--- config.mk ---
export PLATFORM = sky130hd
export DESIGN_NAME = port_pin_io
export DESIGN_NICKNAME = d
export VERILOG_FILES = /design/src/hw/port_pkg.sv /design/src/hw/port_pin_io.sv
export SDC_FILE = /design/constraint.sdc
export NUM_CORES = 1
export LEC_CHECK = 0
export BUFFER_PORTS_ARGS = -buffer_cell sky130_fd_sc_hd__buf_2
export CAP_MARGIN = 0
export CORE_ASPECT_RATIO = 2
export CORE_MARGIN = 2
export CORE_UTILIZATION = 48
export CTS_BUF_LIST = sky130_fd_sc_hd__clkbuf_4 sky130_fd_sc_hd__clkbuf_8
export CTS_CLUSTER_DIAMETER = 120
export DETAILED_ROUTE_END_ITERATION = 8
export GPL_ROUTABILITY_DRIVEN = 1
export HOLD_SLACK_MARGIN = 0.1
export PLACE_DENSITY = 0.69
export SLEW_MARGIN = 20
export SYNTH_ARGS = -nofsm -noshare
export SYNTH_HDL_FRONTEND = slang
export SYNTH_SLANG_ARGS = --single-unit
--- constraint.sdc ---
create_clock -name clk -period 2.05 [get_ports clk]
set_clock_uncertainty 0.1 [all_clocks]
set_input_delay 0 -clock clk [delete_from_list [all_inputs] [get_ports clk]]
set_output_delay 0 -clock clk [all_outputs]
set_load 0.01 [all_outputs]
--- src/hw/port_pkg.sv ---
// Constants and register map of the general-purpose port block
package port_pkg;
  // Register byte addresses
  localparam logic [7:0] ADDR_OUT_LATCH   = 8'h00;
  localparam logic [7:0] ADDR_PIN_INPUT   = 8'h04;
  localparam logic [7:0] ADDR_DIRECTION   = 8'h08;
  localparam logic [7:0] ADDR_RED_DRIVE   = 8'h0C;
  localparam logic [7:0] ADDR_PULL_EN     = 8'h10;
  localparam logic [7:0] ADDR_PULL_POL    = 8'h14;
  localparam logic [7:0] ADDR_WIRED_OR    = 8'h18;
  localparam logic [7:0] ADDR_IRQ_EN      = 8'h1C;
  localparam logic [7:0] ADDR_IRQ_FLAG    = 8'h20;
  localparam logic [7:0] ADDR_ROUTING     = 8'h24;
  localparam logic [7:0] ADDR_HV_DIG_EN   = 8'h28;
  localparam logic [7:0] ADDR_HV_ANA_EN   = 8'h2C;
  localparam logic [7:0] ADDR_HV_INPUT    = 8'h30;
  localparam logic [7:0] ADDR_HV_FLAGS    = 8'h34;
  localparam logic [7:0] ADDR_HV_IRQ_EN   = 8'h38;
  localparam logic [7:0] ADDR_HV_POL      = 8'h3C;
  localparam logic [7:0] ADDR_EXT_IRQ_CTL = 8'h40;
  // Field positions
  localparam int EXT_IRQ_ENABLE_POS = 6;
  localparam int ROUTE_DRV_POS      = 0;
  localparam int ROUTE_PWM_POS      = 8;
  localparam int ROUTE_TEST_POS     = 16;
  // Reset values
  localparam logic [31:0] RESET_ZERO = 32'h0000_0000;
  // Edge filter sample count
  localparam int FILTER_SAMPLES = 4;
  // AXI responses
  localparam logic [1:0] RESP_OKAY   = 2'h0;
  localparam logic [1:0] RESP_SLVERR = 2'h2;
endpackage : port_pkg

--- src/hw/port_pin_io.sv ---
// General-purpose port with edge flags behind an AXI4-Lite slave
//
// The AXI4-Lite register port and the address map are this design's own decisions.
`timescale 1ns/1ps
`default_nettype none
module port_pin_io #(
  parameter int WIDTH    = 6,
  parameter int HV_WIDTH = 4
) (
  input  wire logic                clk,
  input  wire logic                sys_rst,
  input  wire logic                clk_en,
  input  wire logic [7:0]          s_axi_awaddr,
  input  wire logic                s_axi_awvalid,
  output logic                     s_axi_awready,
  input  wire logic [31:0]         s_axi_wdata,
  input  wire logic [3:0]          s_axi_wstrb,
  input  wire logic                s_axi_wvalid,
  output logic                     s_axi_wready,
  output logic [1:0]               s_axi_bresp,
  output logic                     s_axi_bvalid,
  input  wire logic                s_axi_bready,
  input  wire logic [7:0]          s_axi_araddr,
  input  wire logic                s_axi_arvalid,
  output logic                     s_axi_arready,
  output logic [31:0]              s_axi_rdata,
  output logic [1:0]               s_axi_rresp,
  output logic                     s_axi_rvalid,
  input  wire logic                s_axi_rready,
  input  wire logic [WIDTH-1:0]    pin_in,
  output logic [WIDTH-1:0]         pin_out,
  output logic [WIDTH-1:0]         pin_oe,
  output logic [WIDTH-1:0]         pin_reduced_drive,
  output logic [WIDTH-1:0]         pin_pull_up,
  output logic [WIDTH-1:0]         pin_pull_down,
  input  wire logic [WIDTH-1:0]    periph_own,
  input  wire logic [WIDTH-1:0]    periph_out,
  input  wire logic [WIDTH-1:0]    periph_oe,
  input  wire logic [HV_WIDTH-1:0] hv_pin_in,
  output logic [HV_WIDTH-1:0]      hv_input_buffer_en,
  output logic                     port_irq,
  output logic                     hv_irq,
  output logic                     ext_irq_enable,
  output logic [23:0]              signal_routing_select
);
  initial begin
    if (WIDTH < 1 || WIDTH > 32) $error("WIDTH must be 1..32");
    if (HV_WIDTH < 1 || HV_WIDTH > 32) $error("HV_WIDTH must be 1..32");
  end

  localparam int FS = port_pkg::FILTER_SAMPLES;

  // Configuration registers
  logic [WIDTH-1:0]    latch_q, dir_q, rdr_q, per_q, pps_q, wom_q, pie_q;
  logic [WIDTH-1:0]    pif_q;
  logic [HV_WIDTH-1:0] hv_dien_q, hv_pie_q, hv_pps_q, hv_pif_q;
  logic                hv_ana_q;
  logic                irq_en_q;
  logic [23:0]         route_q;
  // Two-stage input synchronizers
  logic [WIDTH-1:0]    sync1_q, sync2_q;
  logic [HV_WIDTH-1:0] hv_sync1_q, hv_sync2_q;

  // Saturating count of samples held at one level, per pin
  function automatic logic [2:0] bump(input logic [2:0] c);
    return (c >= 3'(FS)) ? c : c + 3'h1;
  endfunction

  // Synchronizers: stage one read only by stage two
  always_ff @(posedge clk) begin
    if (sys_rst) begin
      sync1_q    <= '0;
      sync2_q    <= '0;
      hv_sync1_q <= '0;
      hv_sync2_q <= '0;
    end else if (clk_en) begin
      sync1_q    <= pin_in;
      sync2_q    <= sync1_q;
      hv_sync1_q <= hv_pin_in;
      hv_sync2_q <= hv_sync1_q;
    end
  end

  // High-voltage digital mode gating
  wire [HV_WIDTH-1:0] hv_digital = hv_dien_q & {HV_WIDTH{~hv_ana_q}};
  wire [HV_WIDTH-1:0] hv_level   = hv_sync2_q & hv_digital;

  // Glitch filter: passive then active run lengths
  logic [2:0]       pas_q [WIDTH];
  logic [2:0]       act_q [WIDTH];
  logic [WIDTH-1:0] edge_det;
  logic [2:0]       hpas_q [HV_WIDTH];
  logic [2:0]       hact_q [HV_WIDTH];
  logic [HV_WIDTH-1:0] hv_edge_det;

  genvar g;
  generate
    for (g = 0; g < WIDTH; g++) begin : g_filt
      // Active level is high when polarity is one
      wire active = (sync2_q[g] == pps_q[g]);
      assign edge_det[g] = active && pas_q[g] == 3'(FS)
                           && act_q[g] == 3'(FS-1);
      always_ff @(posedge clk) begin
        if (sys_rst) begin
          pas_q[g] <= '0;
          act_q[g] <= '0;
        end else if (clk_en) begin
          if (!active) begin
            pas_q[g] <= (act_q[g] != 3'h0) ? 3'h1 : bump(pas_q[g]);
            act_q[g] <= '0;
          end else if (pas_q[g] == 3'(FS)) begin
            act_q[g] <= bump(act_q[g]);
            if (act_q[g] == 3'(FS-1)) pas_q[g] <= '0;
          end else begin
            pas_q[g] <= '0; // Restart sampler
            act_q[g] <= '0;
          end
        end
      end
    end
    for (g = 0; g < HV_WIDTH; g++) begin : g_hfilt
      wire active = (hv_level[g] == hv_pps_q[g]) && hv_digital[g];
      wire passive = (hv_level[g] != hv_pps_q[g]) && hv_digital[g];
      assign hv_edge_det[g] = active && hpas_q[g] == 3'(FS)
                              && hact_q[g] == 3'(FS-1);
      always_ff @(posedge clk) begin
        if (sys_rst) begin
          hpas_q[g] <= '0;
          hact_q[g] <= '0;
        end else if (clk_en) begin
          if (passive) begin
            hpas_q[g] <= (hact_q[g] != 3'h0) ? 3'h1 : bump(hpas_q[g]);
            hact_q[g] <= '0;
          end else if (active && hpas_q[g] == 3'(FS)) begin
            hact_q[g] <= bump(hact_q[g]);
            if (hact_q[g] == 3'(FS-1)) hpas_q[g] <= '0;
          end else begin
            hpas_q[g] <= '0;
            hact_q[g] <= '0;
          end
        end
      end
    end
  endgenerate

  // AXI write channel capture, either order
  logic [7:0]  awaddr_q;
  logic [31:0] wdata_q;
  logic        aw_have_q, w_have_q;
  wire aw_take  = s_axi_awvalid && s_axi_awready;
  wire w_take   = s_axi_wvalid && s_axi_wready;
  wire wr_fire  = aw_have_q && w_have_q && !s_axi_bvalid;
  wire [7:0] wa = awaddr_q;
  wire wr_latch = wr_fire && wa == port_pkg::ADDR_OUT_LATCH;
  wire wr_dir   = wr_fire && wa == port_pkg::ADDR_DIRECTION;
  wire wr_rdr   = wr_fire && wa == port_pkg::ADDR_RED_DRIVE;
  wire wr_per   = wr_fire && wa == port_pkg::ADDR_PULL_EN;
  wire wr_pps   = wr_fire && wa == port_pkg::ADDR_PULL_POL;
  wire wr_wom   = wr_fire && wa == port_pkg::ADDR_WIRED_OR;
  wire wr_pie   = wr_fire && wa == port_pkg::ADDR_IRQ_EN;
  wire wr_pif   = wr_fire && wa == port_pkg::ADDR_IRQ_FLAG;
  wire wr_route = wr_fire && wa == port_pkg::ADDR_ROUTING;
  wire wr_hdien = wr_fire && wa == port_pkg::ADDR_HV_DIG_EN;
  wire wr_hana  = wr_fire && wa == port_pkg::ADDR_HV_ANA_EN;
  wire wr_hpif  = wr_fire && wa == port_pkg::ADDR_HV_FLAGS;
  wire wr_hpie  = wr_fire && wa == port_pkg::ADDR_HV_IRQ_EN;
  wire wr_hpps  = wr_fire && wa == port_pkg::ADDR_HV_POL;
  wire wr_ext   = wr_fire && wa == port_pkg::ADDR_EXT_IRQ_CTL;
  // Input registers are read-only: writes answered with error
  wire wr_known = wr_latch | wr_dir | wr_rdr | wr_per | wr_pps | wr_wom
                | wr_pie | wr_pif | wr_route | wr_hdien | wr_hana
                | wr_hpif | wr_hpie | wr_hpps | wr_ext;
  wire [WIDTH-1:0]    wd  = wdata_q[WIDTH-1:0];
  wire [HV_WIDTH-1:0] hwd = wdata_q[HV_WIDTH-1:0];

  // Write handshake and response
  always_ff @(posedge clk) begin
    if (sys_rst) begin
      s_axi_awready <= 1'b0;
      s_axi_wready  <= 1'b0;
      aw_have_q     <= 1'b0;
      w_have_q      <= 1'b0;
      awaddr_q      <= '0;
      wdata_q       <= port_pkg::RESET_ZERO;
      s_axi_bvalid  <= 1'b0;
      s_axi_bresp   <= port_pkg::RESP_OKAY;
    end else if (clk_en) begin
      s_axi_awready <= !aw_have_q && !aw_take;
      s_axi_wready  <= !w_have_q && !w_take;
      if (aw_take) begin
        aw_have_q <= 1'b1;
        awaddr_q  <= s_axi_awaddr;
      end
      if (w_take) begin
        w_have_q <= 1'b1;
        wdata_q  <= s_axi_wdata;
      end
      if (wr_fire) begin
        s_axi_bvalid <= 1'b1;
        s_axi_bresp  <= wr_known ? port_pkg::RESP_OKAY
                                 : port_pkg::RESP_SLVERR;
        aw_have_q    <= 1'b0;
        w_have_q     <= 1'b0;
      end else if (s_axi_bvalid && s_axi_bready) begin
        s_axi_bvalid <= 1'b0;
      end
    end
  end

  // Configuration writes accepted at any time
  always_ff @(posedge clk) begin
    if (sys_rst) begin
      latch_q   <= '0;
      dir_q     <= '0;
      rdr_q     <= '0;
      per_q     <= '0;
      pps_q     <= '0;
      wom_q     <= '0;
      pie_q     <= '0;
      route_q   <= '0;
      hv_dien_q <= '0;
      hv_ana_q  <= 1'b0;
      hv_pie_q  <= '0;
      hv_pps_q  <= '0;
      irq_en_q  <= 1'b0; // External interrupt inhibited at reset
    end else if (clk_en) begin
      if (wr_latch) latch_q   <= wd;
      if (wr_dir)   dir_q     <= wd;
      if (wr_rdr)   rdr_q     <= wd;
      if (wr_per)   per_q     <= wd;
      if (wr_pps)   pps_q     <= wd;
      if (wr_wom)   wom_q     <= wd;
      if (wr_pie)   pie_q     <= wd;
      if (wr_route) route_q   <= wdata_q[23:0];
      if (wr_hdien) hv_dien_q <= hwd;
      if (wr_hana)  hv_ana_q  <= wdata_q[0];
      if (wr_hpie)  hv_pie_q  <= hwd;
      if (wr_hpps)  hv_pps_q  <= hwd;
      if (wr_ext)   irq_en_q  <= wdata_q[port_pkg::EXT_IRQ_ENABLE_POS];
    end
  end

  // Flags: write one clears, new edge wins over clear
  wire [WIDTH-1:0]    pif_clr  = wr_pif  ? wd  : '0;
  wire [HV_WIDTH-1:0] hpif_clr = wr_hpif ? hwd : '0;
  always_ff @(posedge clk) begin
    if (sys_rst) begin
      pif_q    <= '0;
      hv_pif_q <= '0;
    end else if (clk_en) begin
      pif_q    <= (pif_q & ~pif_clr) | edge_det;
      hv_pif_q <= (hv_pif_q & ~hpif_clr) | (hv_edge_det & hv_pie_q);
    end
  end

  // Pin drive: peripheral overrides direction
  wire [WIDTH-1:0] drv_oe  = (periph_own & periph_oe) | (~periph_own & dir_q);
  wire [WIDTH-1:0] drv_val = (periph_own & periph_out) | (~periph_own & latch_q);
  // Wired-or: drive only low levels
  wire [WIDTH-1:0] pin_oe_d = drv_oe & ~(wom_q & drv_val);
  wire [WIDTH-1:0] push_pull = drv_oe & ~wom_q;
  // Pull only for input or wired-or output
  wire [WIDTH-1:0] pull_ok   = per_q & ~push_pull;
  wire [WIDTH-1:0] pull_up_d = pull_ok & (~pps_q | (drv_oe & wom_q));
  wire [WIDTH-1:0] pull_dn_d = pull_ok & pps_q & ~drv_oe;

  // Read decode: direction selects data source
  wire [WIDTH-1:0] data_rd = (dir_q & latch_q) | (~dir_q & sync2_q);
  logic [31:0] rd_word;
  logic        rd_ok;
  always_comb begin
    rd_word = '0;
    rd_ok   = 1'b1;
    unique case (s_axi_araddr)
      port_pkg::ADDR_OUT_LATCH:   rd_word[WIDTH-1:0] = data_rd;
      port_pkg::ADDR_PIN_INPUT:   rd_word[WIDTH-1:0] = sync2_q;
      port_pkg::ADDR_DIRECTION:   rd_word[WIDTH-1:0] = dir_q;
      port_pkg::ADDR_RED_DRIVE:   rd_word[WIDTH-1:0] = rdr_q;
      port_pkg::ADDR_PULL_EN:     rd_word[WIDTH-1:0] = per_q;
      port_pkg::ADDR_PULL_POL:    rd_word[WIDTH-1:0] = pps_q;
      port_pkg::ADDR_WIRED_OR:    rd_word[WIDTH-1:0] = wom_q;
      port_pkg::ADDR_IRQ_EN:      rd_word[WIDTH-1:0] = pie_q;
      port_pkg::ADDR_IRQ_FLAG:    rd_word[WIDTH-1:0] = pif_q;
      port_pkg::ADDR_ROUTING:     rd_word[23:0] = route_q;
      port_pkg::ADDR_HV_DIG_EN:   rd_word[HV_WIDTH-1:0] = hv_dien_q;
      port_pkg::ADDR_HV_ANA_EN:   rd_word[0] = hv_ana_q;
      port_pkg::ADDR_HV_INPUT:    rd_word[HV_WIDTH-1:0] = hv_level;
      port_pkg::ADDR_HV_FLAGS:    rd_word[HV_WIDTH-1:0] = hv_pif_q;
      port_pkg::ADDR_HV_IRQ_EN:   rd_word[HV_WIDTH-1:0] = hv_pie_q;
      port_pkg::ADDR_HV_POL:      rd_word[HV_WIDTH-1:0] = hv_pps_q;
      port_pkg::ADDR_EXT_IRQ_CTL:
        rd_word[port_pkg::EXT_IRQ_ENABLE_POS] = irq_en_q;
      default:                    rd_ok = 1'b0;
    endcase
  end

  // Read channel
  wire ar_take = s_axi_arvalid && s_axi_arready;
  always_ff @(posedge clk) begin
    if (sys_rst) begin
      s_axi_arready <= 1'b0;
      s_axi_rvalid  <= 1'b0;
      s_axi_rdata   <= port_pkg::RESET_ZERO;
      s_axi_rresp   <= port_pkg::RESP_OKAY;
    end else if (clk_en) begin
      s_axi_arready <= !s_axi_rvalid && !ar_take;
      if (ar_take) begin
        s_axi_rvalid <= 1'b1;
        s_axi_rdata  <= rd_word;
        s_axi_rresp  <= rd_ok ? port_pkg::RESP_OKAY : port_pkg::RESP_SLVERR;
      end else if (s_axi_rvalid && s_axi_rready) begin
        s_axi_rvalid <= 1'b0;
      end
    end
  end

  // Registered pin controls and requests
  always_ff @(posedge clk) begin
    if (sys_rst) begin
      pin_out               <= '0;
      pin_oe                <= '0; // Every pin undriven at reset
      pin_reduced_drive     <= '0;
      pin_pull_up           <= '0;
      pin_pull_down         <= '0;
      hv_input_buffer_en    <= '0;
      port_irq              <= 1'b0;
      hv_irq                <= 1'b0;
      ext_irq_enable        <= 1'b0;
      signal_routing_select <= '0;
    end else if (clk_en) begin
      pin_out               <= drv_val & ~wom_q;
      pin_oe                <= pin_oe_d;
      pin_reduced_drive     <= rdr_q & drv_oe;
      pin_pull_up           <= pull_up_d;
      pin_pull_down         <= pull_dn_d;
      hv_input_buffer_en    <= hv_digital;
      port_irq              <= |(pif_q & pie_q);
      hv_irq                <= |(hv_pif_q & hv_pie_q);
      ext_irq_enable        <= irq_en_q;
      signal_routing_select <= route_q;
    end
  end
endmodule : port_pin_io
`default_nettype wire

-- Word-level counts from Yosys, hierarchy flattened
Memories as Yosys holds them, arrays and structs flattened.
Index checks and enable logic that the tools add are counted.
- bits in read-only memories: 0
- output and inout bits: 102
- latch bits: 0
- memories: 4
- register bits after elaboration: 238
- RAM bits: 60
- reductions and logical operators: 100
- muxes and demuxes: 310
- equality and inequality tests: 64
- div/mod/pow operators: 0
- add/sub/neg operators: 20
- multiply operators: 0
- magnitude comparators: 20
- shift-type cells: 0
- bitwise logic cells: 113
- memory list (name ; depth ; width ; rd ports ; clocked after Yosys merged registers in ; wr ports ; line ; RTL):
    act_q ; 6 ; 3 ; 6 ; 0 ; 6 ; port_pin_io.sv:90 ; logic [2:0] act_q [WIDTH];
    pas_q ; 6 ; 3 ; 6 ; 0 ; 6 ; port_pin_io.sv:89 ; logic [2:0] pas_q [WIDTH];
    hact_q ; 4 ; 3 ; 4 ; 0 ; 4 ; port_pin_io.sv:93 ; logic [2:0] hact_q [HV_WIDTH];
    hpas_q ; 4 ; 3 ; 4 ; 0 ; 4 ; port_pin_io.sv:92 ; logic [2:0] hpas_q [HV_WIDTH];
- operators with widths (cell ; number):
    $mux W3 ; 90
    $mux W1 ; 211
    $eq A8 B6 Y1 const B ; 15
    $and A6 B6 Y6 ; 18
    $or A1 B1 Y1 ; 74
    $eq A8 B5 Y1 const B ; 8
    $add A3 B1 Y3 const B ; 20
    $ge A3 B3 Y1 const B ; 20
    $logic_and A1 B1 Y1 ; 53
    $not A6 Y6 ; 8
    $pmux W3 S15 ; 1
    $reduce_and A2 Y1 ; 21
    $eq A8 B4 Y1 const B ; 4
    $eq A3 B2 Y1 const B ; 10
    $eq A3 B3 Y1 const B ; 10
    $or A6 B6 Y6 ; 5
    $reduce_bool A3 Y1 ; 10
    $and A4 B4 Y4 ; 5
    $pmux W2 S10 ; 1
    $mux W17 ; 1
    $reduce_or A17 Y1 ; 1
    $eq A8 B7 Y1 const B ; 2
    $logic_not A8 Y1 ; 2
    $pmux W1 S16 ; 1
    other kinds (14) ; 36

-- Depth between registers and ports, before layout
Gate-level depths: netlist of run 1.
- depth after elaboration: 18
- depth in mapped cells: 7

-- Worst setup path before layout of run 1
No wires, ideal clock.
- path kind: reg-to-reg
- from: reg awaddr_q[7]
- to: reg pif_q[4]
- clock period less this slack: 1.823 ns
- arrival time: 1.606 ns
- stages on the path, launching flop included: 7
- setup time: 0.117 ns
- path slack: 0.227 ns
- cells stage by stage: dfxtp_1 > buf_2 > nor4b_2 > and3_1 > buf_2 > nand2_1 > a32o_1
- word-level cells in the longest chain between the ends: 6
- ends and longest elaborated chain (item ; line ; RTL):
    start: declaration ; port_pin_io.sv:147 ; logic [7:0] awaddr_q;
    start signal: assignment ; port_pin_io.sv:192 ; awaddr_q <= s_axi_awaddr;
    $eq A8 B6 Y1 ; port_pin_io.sv:161 ; wire wr_pif = wr_fire && wa == port_pkg::ADDR_IRQ_FLAG;
    $logic_and A1 B1 Y1 ; port_pin_io.sv:161 ;
    $mux W6 ; port_pin_io.sv:244 ; wire [WIDTH-1:0] pif_clr = wr_pif ? wd : '0;
    $not A6 Y6 ; port_pin_io.sv:251 ; pif_q <= (pif_q & ~pif_clr) | edge_det;
    $and A6 B6 Y6 ; port_pin_io.sv:251 ;
    $or A6 B6 Y6 ; port_pin_io.sv:251 ;
    end signal: assignment ; port_pin_io.sv:251 ;
    end: declaration ; port_pin_io.sv:55 ; logic [WIDTH-1:0] pif_q;
Every way passes these cells.
A chain may end at the register's enable or synchronous reset.

-- Final worst setup path of run 1
- from: reg awaddr_q[2]
- to: reg hv_pif_q[0]
- word-level cells in the longest chain between the ends: 6
- ends and longest elaborated chain (item ; line ; RTL):
    $eq A8 B6 Y1 ; port_pin_io.sv:165 ; wire wr_hpif = wr_fire && wa == port_pkg::ADDR_HV_FLAGS;
    $logic_and A1 B1 Y1 ; port_pin_io.sv:165 ;
    $mux W4 ; port_pin_io.sv:245 ; wire [HV_WIDTH-1:0] hpif_clr = wr_hpif ? hwd : '0;
    $not A4 Y4 ; port_pin_io.sv:252 ; hv_pif_q <= (hv_pif_q & ~hpif_clr) | (hv_edge_det & hv_pie_q);
    $and A4 B4 Y4 ; port_pin_io.sv:252 ;
    $or A4 B4 Y4 ; port_pin_io.sv:252 ;
    end signal: assignment ; port_pin_io.sv:252 ;
    end: declaration ; port_pin_io.sv:56 ; logic [HV_WIDTH-1:0] hv_dien_q, hv_pie_q, hv_pps_q, hv_pif_q;
Every way passes these cells.

==> results of run 1 <==
[metal layers]
metal	up-vias	part of all wire
met5	-	0
met4	0	0.054
met3	143	0.065
met2	529	0.51
met1	6032	0.37
li1	5950	-
[sequential cells by signal (all words and copies together), names as in the netlist, 8 cells and up]
signal and count:
pas_q 18, awaddr_q 8, act_q 18, hact_q 12
wdata_q 24, route_q 24, hpas_q 12, signal_routing_select 24
s_axi_rdata 24
[placed cells by master (no fill, tap or decap), types with 17 or more instances in the layout]
master,netlist,routed
nor2_1,167,167
nand2_1,234,234
inv_1,53,53
o21ai_0,31,31
clkbuf_8,0,53
nand3_1,65,65
a21oi_1,130,130
mux2i_1,105,105
clkbuf_4,0,23
dfxtp_1,236,231
buf_4,12,67
and3_1,23,23
ha_1,50,50
dlygate4sd3_1,0,182
nor3_1,17,17
and2_1,21,21
a22oi_1,31,31
buf_2,17,165
edfxtp_1,60,60
[what timing repair did]
action / 4_1_cts / 5_1_grt
setup endpoints to repair: 0 / 5
gates resized for setup: 0 / 8
hold endpoints to repair: 246 / 0
hold buffers: 187 / 0
[cells by family after synthesis]
kind of cell | share of synthesized area
other cells | 0.000277
fa+ha+maj | 0.0461
mux | 0.0908
xor+xnor | 0.0129
flops | 0.481
compound gates | 0.115
simple gates | 0.204
buf+inv | 0.0495
[tightest hold or removal path, stage by stage]
cell,delay [ns]
buf_4,0.18
nand2b_1,0.13
buf_4,0.21
nor2_1,0.15
a32o_1,0.13
[area by class of cell]
class                      count  area [um2]
clock buffer                  76         902
fill                        2199       10200
inverter                      54         203
sequential                   296        6540
clock inverter                 3        20.0
multi-input combinational   1051        6410
timing repair buffer         421        3270
tap                          356         445
[metrics by stage]
stage          instances  power [mW]  hold slack, ns   util
2_1_floorplan       1504        6.76          0.0360      -
3_3_place_gp        1995        7.04           0.133  0.536
3_5_place_dp        1995        7.07           0.151  0.536
4_1_cts             2261        12.3           0.120  0.637
5_1_grt             2257        12.7           0.171  0.636
6_report            2257        12.3           0.150  0.636
[power breakdown]
part | switching, mW | total [mW] | internal (mW)
sequential | 0.105 | 6.16 | 6.05
clock | 2.31 | 5.06 | 2.75
combinational | 0.584 | 1.09 | 0.504
[worst max path at each step]
stage / end / slack (ns) / depth (start not counted)
floorplan: pif_q[4]$_SDFFE_PP0P_ / 0.23 / 6
global placement: hv_pif_q[3]$_SDFFE_PP0P_ / 0.05 / 6
detailed placement: hv_pif_q[3]$_SDFFE_PP0P_ / 0.05 / 6
CTS: s_axi_rresp[1]$_SDFFE_PP0P_ / 0.03 / 8
global route: s_axi_rdata[6]$_SDFFE_PP0P_ / 0.008 / 7
finish: hv_pif_q[0]$_SDFFE_PP0P_ / 0.07 / 6
==> run_results.csv, run 1 <==
group,metric,value,unit
place,placed_area,15000,um2
yosys,yosys.area.top_type,"dfxtp_1",
worst_setup_path,arrival,2.37,ns
yosys,synthTopCellsByArea,"dfxtp_1, edfxtp_1, mux2i_1, nand2_1, a21oi_1",
clocking,clk_pin_slew,0.08,ns
worst_setup_path,required,2.44,ns
global_route,met3_usage,0.0535,
route,drt-total-wl,43400,um
yosys,synth-seq-area-share,0.481,
clocking,clock_path_buffers,3,
route,drtIter0Drc,875,
worst_setup_path,path_class,"reg -> reg",
timing,layout_min_cycle_time,1.98,ns
power_and_ir_drop,powerDensity,692,nW/um2
worst_setup_path,rr_worst_depth,6,
place,io_buffers,167,
worst_setup_path,r2r_setup_slack,0.07,ns
clocking,cts_tree,"done",
yosys,yosysWarnings,0,
clocking,numCtsBuffers,44,
clocking,cts.sink_count,296,
yosys,async_flop_share,0,
worst_setup_path,critPathTopFamily,"simple AND/OR/NAND/NOR gates",
outcome,outcome,"completed",
yosys,avgSynthCellArea,9.07,um2
timing,worstMarginPinSlew,0.904,ns
route,drt_pre_antenna_iters,8,
yosys,syn-cell-area,13600,um2
die,core,28000,um2
die,initial_core_util,0.485,
global_route,grt_pass1_wl,67900,um
worst_setup_path,end_kind,"register",
yosys,synth_top_area_frac,0.348,
die,dieHeight,242,um
yosys,ys.flop_type,"dfxtp_1",
worst_setup_path,cp_slowest_cell,"or3b_4",
worst_setup_path,r2r-start,"awaddr_q[2]$_SDFFE_PP0P_",
worst_setup_path,crit_chain,"or3b_4 -> nor4_1 -> buf_4 -> nand2_1 -> nand3_1 -> o21ai_0",
power_and_ir_drop,ir_drop,0.633,mV
yosys,synth_edf_count,60,
worst_setup_path,critPathMaxFanout,5,
finish,drive_gt1_frac,0.181,
global_route,antenna_found_initial,0,
worst_setup_path,start_kind,"register",
clocking,ctsRootBufferMaster,"clkbuf_8",
die,rows,87,
global_route,grt_max_degree,89,
global_route,grt_pass1_vias,13004,
die,die_w,123,um
global_route,busiest_layer,"met2",
timing,hold_viol,0,
timing,post-route-period-util,0.967,
timing,setup_slack,0.0676,ns
min_path,hold_path_class,"in -> reg",
die,io_pins,190,
timing,fmax,504,MHz
clocking,cts_max_level,2,
yosys,synth_seq_cells,296,
finish,stdcell_area,17800,um2
route,vias,12654,
place,place_congestion,0.902,
finish,areaGrowthSynthToFinish,31.2,%
route,route.detailed.drc,0,
die,dieArea,29700,um2
route,drt-vias-per-instance,5.61,
yosys,synth_commonest_cells,"dfxtp_1, nand2_1, nor2_1",
min_path,whs_path_depth,5,
finish,n_antenna_cell,0,
place,place_hpwl,28200,um
worst_setup_path,critPathLaunch,"awaddr_q[2]$_SDFFE_PP0P_",
route,ant_nets,0,
yosys,netlist_instances,1495,
route,wl_per_cell,19.2,um
place,pre_cts_ws,0.0470,ns
min_path,hp-start,"clk_en",
worst_setup_path,worst_r2r_endpoint,"hv_pif_q[0]$_SDFFE_PP0P_",
timing,drv_slew,0,
yosys,ys_types,65,
clocking,postCtsSetupBuffers,0,
min_path,holdPathEnd,"pif_q[0]$_SDFFE_PP0P_",
clocking,worstSkewPairLatency,0.60,ns
flow_run,drv_cap,0,
timing,setup_viol,0,
timing,rsz0062_at_grt,"false",
timing,relSlewSlack,0.393,
global_route,grt_usage,0.290,
worst_setup_path,max_stage_delay,0.45,ns
yosys,yosysMostFrequentCell,"dfxtp_1",
global_route,met2_usage,0.506,
power_and_ir_drop,p_leak,7.41,nW
timing,fin_tns_setup,0,ns
finish,nets,2006,
worst_setup_path,cp.buffers_inverters,1,
global_route,overflow,0,
global_route,use_met1,0.331,
Power figures use the tool's default switching activity.
==> run 2: changes to the inputs <==
--- a/config.mk
+++ b/config.mk
@@ -9,13 +9,13 @@
 export CAP_MARGIN = 0
 export CORE_ASPECT_RATIO = 2
 export CORE_MARGIN = 2
-export CORE_UTILIZATION = 48
+export CORE_UTILIZATION = 51
 export CTS_BUF_LIST = sky130_fd_sc_hd__clkbuf_4 sky130_fd_sc_hd__clkbuf_8
 export CTS_CLUSTER_DIAMETER = 120
 export DETAILED_ROUTE_END_ITERATION = 8
 export GPL_ROUTABILITY_DRIVEN = 1
 export HOLD_SLACK_MARGIN = 0.1
-export PLACE_DENSITY = 0.69
+export PLACE_DENSITY = 0.72
 export SLEW_MARGIN = 20
 export SYNTH_ARGS = -nofsm -noshare
 export SYNTH_HDL_FRONTEND = slang
==> run 2 against run 1 <==
  * Sequential power is essentially flat
  * Utilization rose by 3.5 points
  * Die area shrank 5.7%
  * Clock power is 4% lower
  * Hold slack got worse by 0.024 ns
  * Combinational power about the same
  * Maximum frequency fell by 0.68%
  * First-iteration DRC count up 0.69%
  * Sequential share of layout area rose by 0.47 points
  * Largest power group unchanged
==> run_results.csv, run 2 (synthesis gave the netlist of run 1 again) <==
group,metric,value,unit
clocking,cts_tree,"done",
worst_setup_path,arrival,2.35,ns
clocking,worstSkewPairLatency,0.57,ns
route,drt_pre_antenna_iters,9,
route,ant_nets,0,
timing,worstMarginPinSlew,0.757,ns
route,vias,12650,
worst_setup_path,rr_worst_depth,6,
outcome,outcome,"completed",
timing,worst_hold_slack,0.126,ns
global_route,grt_usage,0.308,
die,io_pins,190,
route,drt-total-wl,43800,um
worst_setup_path,crit_cells,6,
min_path,hold_path_class,"in -> reg",
worst_setup_path,start_kind,"register",
die,rows,84,
timing,layout_min_cycle_time,2.00,ns
route,drtIter0Drc,881,
worst_setup_path,cp.buffers_inverters,1,
power_and_ir_drop,p_leak,7.34,nW
clocking,cts_max_level,2,
place,place_congestion,1.00,
flow_run,drv_cap,0,
worst_setup_path,cp_slowest_cell,"or3b_4",
timing,hold_viol,0,
finish,nets,1981,
finish,drive_gt1_frac,0.183,
route,drt-vias-per-instance,5.70,
power_and_ir_drop,powerDensity,691,nW/um2
die,dieHeight,235,um
route,route.detailed.drc,0,
min_path,whs_path_depth,5,
worst_setup_path,critPathTopFamily,"simple AND/OR/NAND/NOR gates",
finish,post-route-util,0.670,
global_route,grt_pass1_wl,68200,um
timing,drv_slew,0,
clocking,clk_pin_slew,0.07,ns
worst_setup_path,crit_chain,"or3b_4 -> nor3_4 -> and2_4 -> buf_12 -> nand2_1 -> a21oi_1",
worst_setup_path,end_kind,"register",
global_route,antenna_found_initial,0,
worst_setup_path,critPathMaxFanout,24,
place,place_hpwl,28700,um
timing,relSlewSlack,0.495,
die,core,26200,um2
die,initial_core_util,0.518,
global_route,overflow,0,
worst_setup_path,max_stage_delay,0.43,ns
place,io_buffers,167,
worst_setup_path,path_class,"reg -> reg",
die,die_w,119,um
power_and_ir_drop,ir_drop,0.603,mV
die,dieArea,28000,um2
clocking,numCtsBuffers,41,
worst_setup_path,r2r_setup_slack,0.05,ns
global_route,grt_max_degree,73,
clocking,cts.sink_count,296,
finish,areaGrowthSynthToFinish,29.4,%
finish,most-common-layout-cells,"nand2_1, dfxtp_1, nor2_1, buf_2, dlygate4sd3_1",
worst_setup_path,required,2.41,ns
timing,fmax,501,MHz
clocking,clock_path_buffers,3,
timing,post-route-period-util,0.974,
timing,setup_viol,0,
route,wl_per_cell,19.7,um
global_route,grt_pass1_vias,12923,
clocking,ctsRootBufferMaster,"clkbuf_8",
==> run 2: cell types whose count changed in the layout (fill, tap and decap cells not counted), moves of 3 or more <==
cell | before | now
clkbuf_4 | 23 | 19
dfxtp_1 | 231 | 234
clkbuf_8 | 53 | 50
dlygate4sd3_1 | 182 | 157
==> run 2: cell type report <==
type / count / area [um2]
Clock inverter: 4 / 47.5
Sequential cell: 296 / 6530
Inverter: 54 / 203
Clock buffer: 69 / 831
Tap cell: 344 / 430
Fill cell: 2052 / 8630
Multi-Input combinational cell: 1051 / 6440
Timing Repair Buffer: 399 / 3060
Antenna cell: 1 / 2.50
==> run 2: worst min-delay path, stage by stage <==
cell and delay, ns:
buf_4 0.16, buf_12 0.17, buf_16 0.19, mux2i_1 0.14, nor2_1 0.08
==> run 2: worst paths after layout <==
| path | end | startpoint |
|---|---|---|
| worst max-delay path | route_q[6]$_SDFFE_PP0P_ | awaddr_q[2]$_SDFFE_PP0P_ |
| worst min-delay path | pin_oe[5]$_SDFFE_PP0P_ | clk_en |
| worst max register to register | route_q[6]$_SDFFE_PP0P_ | awaddr_q[2]$_SDFFE_PP0P_ |
| worst min register to register | s_axi_rdata[4]$_SDFFE_PP0P_ | s_axi_rdata[4]$_SDFFE_PP0P_ |
==> run 2: metal layers <==
layer,share of wire,global-route usage
met1,0.35,0.321
met5,0,0
met4,0.071,0.210
met2,0.52,0.566
met3,0.060,0.0482
==> run 2: power by group <==
| part | switching (mW) | internal (mW) | total [mW] |
|---|---|---|---|
| logic | 0.584 | 0.489 | 1.07 |
| clock network | 2.21 | 2.67 | 4.88 |
| registers | 0.111 | 6.05 | 6.16 |
==> run 2: repair_timing <==
action / 4_1_cts / 5_1_grt
hold buffers: 160 / 1
setup endpoints to repair: 0 / 11
endpoints found under the hold margin: 251 / 1
resized for setup: 0 / 14
setup buffers: 0 / 5
==> run 2: per-stage QoR <==
| stage | power (mW) | std cells | setup WS (ns) | TNS (ns) | cell area (um2) |
|---|---|---|---|---|---|
| finish | 12.1 | 2218 | 0.0541 | 0 | 17500 |
| global route | 12.5 | 2217 | -0.000511 | -0.000511 | 17500 |
| CTS | 12.1 | 2213 | 0.00987 | 0 | 17500 |
| detailed placement | 7.09 | 1980 | 0.156 | 0 | 15000 |
| global placement | 7.07 | 1980 | 0.196 | 0 | 15000 |
| floorplan | 6.76 | 1504 | 0.227 | 0 | 13600 |
==> run 3: changes to the inputs <==
--- a/config.mk
+++ b/config.mk
@@ -15,7 +15,7 @@
 export DETAILED_ROUTE_END_ITERATION = 8
 export GPL_ROUTABILITY_DRIVEN = 1
 export HOLD_SLACK_MARGIN = 0.1
-export PLACE_DENSITY = 0.72
+export PLACE_DENSITY_LB_ADDON = 0.2
 export SLEW_MARGIN = 20
 export SYNTH_ARGS = -nofsm -noshare
 export SYNTH_HDL_FRONTEND = slang
==> run 3 against run 2 <==
  * Clock power increased by 3%
  * Register-to-register slack improved by 0.04 ns
  * Utilization decreased by 0.40 points
  * Critical path type is now in -> reg
  * Largest power group unchanged
  * Highest routed layer unchanged
==> run_results.csv, run 3 (synthesis gave the netlist of run 1 again) <==
group,metric,value,unit
outcome,outcome,"completed",
die,core,26200,um2
worst_setup_path,cp.buffers_inverters,4,
worst_setup_path,r2r-start,"dir_q[5]$_SDFFE_PP0P_",
die,io_pins,190,
worst_setup_path,path_class,"in -> reg",
timing,fin_tns_setup,0,ns
route,vias,12627,
power_and_ir_drop,ir_drop,0.801,mV
finish,nFillCells,2108,
finish,most-common-layout-cells,"dfxtp_1, nand2_1, nor2_1, buf_2, dlygate4sd3_1",
die,initial_core_util,0.518,
clocking,cts_tree,"done",
timing,rsz0062_at_grt,"false",
finish,final_common_cell,"dfxtp_1",
clocking,ctsRootBufferMaster,"clkbuf_8",
min_path,holdPathEnd,"hpas_q[2][0]$_SDFFCE_PP0P_",
global_route,grt_usage,0.305,
flow_run,drv_cap,0,
worst_setup_path,arrival,2.37,ns
clocking,numCtsBuffers,42,
finish,nets,1971,
die,rows,84,
global_route,grt_max_degree,126,
place,pre_cts_ws,0.119,ns
finish,areaGrowthSynthToFinish,28.6,%
route,drt-total-wl,43300,um
place,place_congestion,1.05,
finish,seqCellArea,6530,um2
worst_setup_path,required,2.42,ns
route,ant_nets,0,
min_path,hp-start,"clk_en",
timing,drv_slew,0,
clocking,worstSkewPairLatency,0.58,ns
worst_setup_path,end_kind,"register",
timing,layout_min_cycle_time,2.00,ns
clocking,cts_max_level,2,
place,io_buffers,167,
global_route,overflow,0,
clocking,clk_pin_slew,0.07,ns
min_path,whs_path_depth,5,
min_path,hold_path_class,"in -> reg",
worst_setup_path,critPathMaxFanout,12,
die,dieArea,28000,um2
worst_setup_path,crit_top_cell,"dlygate4sd3_1",
worst_setup_path,cp_slowest_cell,"dlygate4sd3_1",
route,drt-vias-per-instance,5.71,
clocking,cts.sink_count,296,
route,route.detailed.drc,0,
global_route,grt_pass1_wl,66900,um
worst_setup_path,r2r_setup_slack,0.09,ns
finish,drive_gt1_frac,0.179,
timing,setup_viol,0,
worst_setup_path,start_kind,"input port",
timing,fmax,500,MHz
timing,post-route-period-util,0.976,
worst_setup_path,max_stage_delay,0.58,ns
timing,worst_hold_slack,0.118,ns
route,drtIter0Drc,971,
power_and_ir_drop,powerDensity,703,nW/um2
clocking,clock_path_buffers,3,
route,drt_pre_antenna_iters,5,
timing,setup_slack,0.0500,ns
die,die_w,119,um
timing,relSlewSlack,0.418,
power_and_ir_drop,p_leak,7.29,nW
global_route,antenna_found_initial,0,
worst_setup_path,rr_worst_depth,6,
route,wl_per_cell,19.6,um
global_route,grt_pass1_vias,12700,
die,dieHeight,235,um
worst_setup_path,critPathTopFamily,"buffers and inverters",
timing,hold_viol,0,
place,place_hpwl,29000,um
worst_setup_path,crit_chain,"dlygate4sd3_1 -> buf_2 -> nor2_1 -> dlygate4sd3_1 -> buf_4 -> nand4b_1 -> a21oi_2 -> a2111oi_0 -> a211oi_1",
worst_setup_path,worst_r2r_endpoint,"pin_pull_up[5]$_SDFFE_PP0P_",
finish,multi_input_area,6420,um2
timing,worstMarginPinSlew,0.869,ns
power_and_ir_drop,finalPower,12.3,mW
finish,post-route-util,0.666,
[run 3: changes by cell type in the layout (fill, tap and decap cells not counted), sizes merged]
cell	previous run	this run
clkinv	3	11
clkbuf	69	63
buf	241	236
dlygate4sd3	157	152
bufinv	1	2
dlymetal6s4s	1	0
[run 3: what timing repair did]
action | 4_1_cts | 5_1_grt
endpoints found under the setup margin | 0 | 9
gates resized for setup | 0 | 5
endpoints found under the hold margin | 260 | 1
hold buffers | 151 | 1
setup buffers | 0 | 1
[run 3: worst reg2reg max path, stage by stage (launching register included)]
cell	delay, ns
dfxtp_1	0.49
mux2i_1	0.11
dlygate4sd3_1	0.57
buf_4	0.17
nand2_1	0.07
o2111ai_1	0.17
a21oi_1	0.21
[run 3: per-stage QoR]
step,cells,cell area (um2)
final,2210,17400
after detailed placement,1980,15000
after floorplan,1504,13600
after global routing,2209,17400
after CTS,2207,17400
after global placement,1980,15000
[run 3: where the power goes]
part | total, mW | internal (mW) | switching, mW
Combinational | 1.05 | 0.473 | 0.576
Sequential | 6.16 | 6.05 | 0.110
Clock | 5.05 | 2.77 | 2.27
[run 3: worst max path at each step]
stage / from / to / slack, ns / cells past startpoint
global route: s_axi_araddr[1] / s_axi_rdata[2]$_SDFFE_PP0P_ / 0.002 / 9
global placement: aw_have_q$_SDFFE_PP0P_ / hv_pie_q[3]$_SDFFE_PP0P_ / 0.21 / 5
detailed placement: aw_have_q$_SDFFE_PP0P_ / hv_pie_q[3]$_SDFFE_PP0P_ / 0.12 / 5
finish: s_axi_araddr[1] / s_axi_rdata[2]$_SDFFE_PP0P_ / 0.05 / 9
floorplan: awaddr_q[7]$_SDFFE_PP0P_ / pif_q[4]$_SDFFE_PP0P_ / 0.23 / 6
CTS: s_axi_arready$_SDFFE_PP0P_ / s_axi_rdata[6]$_SDFFE_PP0P_ / 0.05 / 4
[run 3: routing by layer]
| metal | share of wire | up-vias | track usage |
|---|---|---|---|
| li1 | - | 5877 | - |
| met1 | 0.34 | 6008 | 0.306 |
| met2 | 0.52 | 540 | 0.568 |
| met3 | 0.060 | 202 | 0.0504 |
| met4 | 0.081 | 0 | 0.212 |
| met5 | 0 | - | 0 |
[run 3: cell type report]
class                           count  share of cell area
Antenna cell                        1            0.000143
Clock buffer                       63              0.0461
Clock inverter                     13             0.00674
Inverter                           54              0.0116
Multi-Input combinational cell   1051               0.368
Sequential cell                   296               0.374
Tap cell                          344              0.0247
Timing Repair Buffer              388               0.168
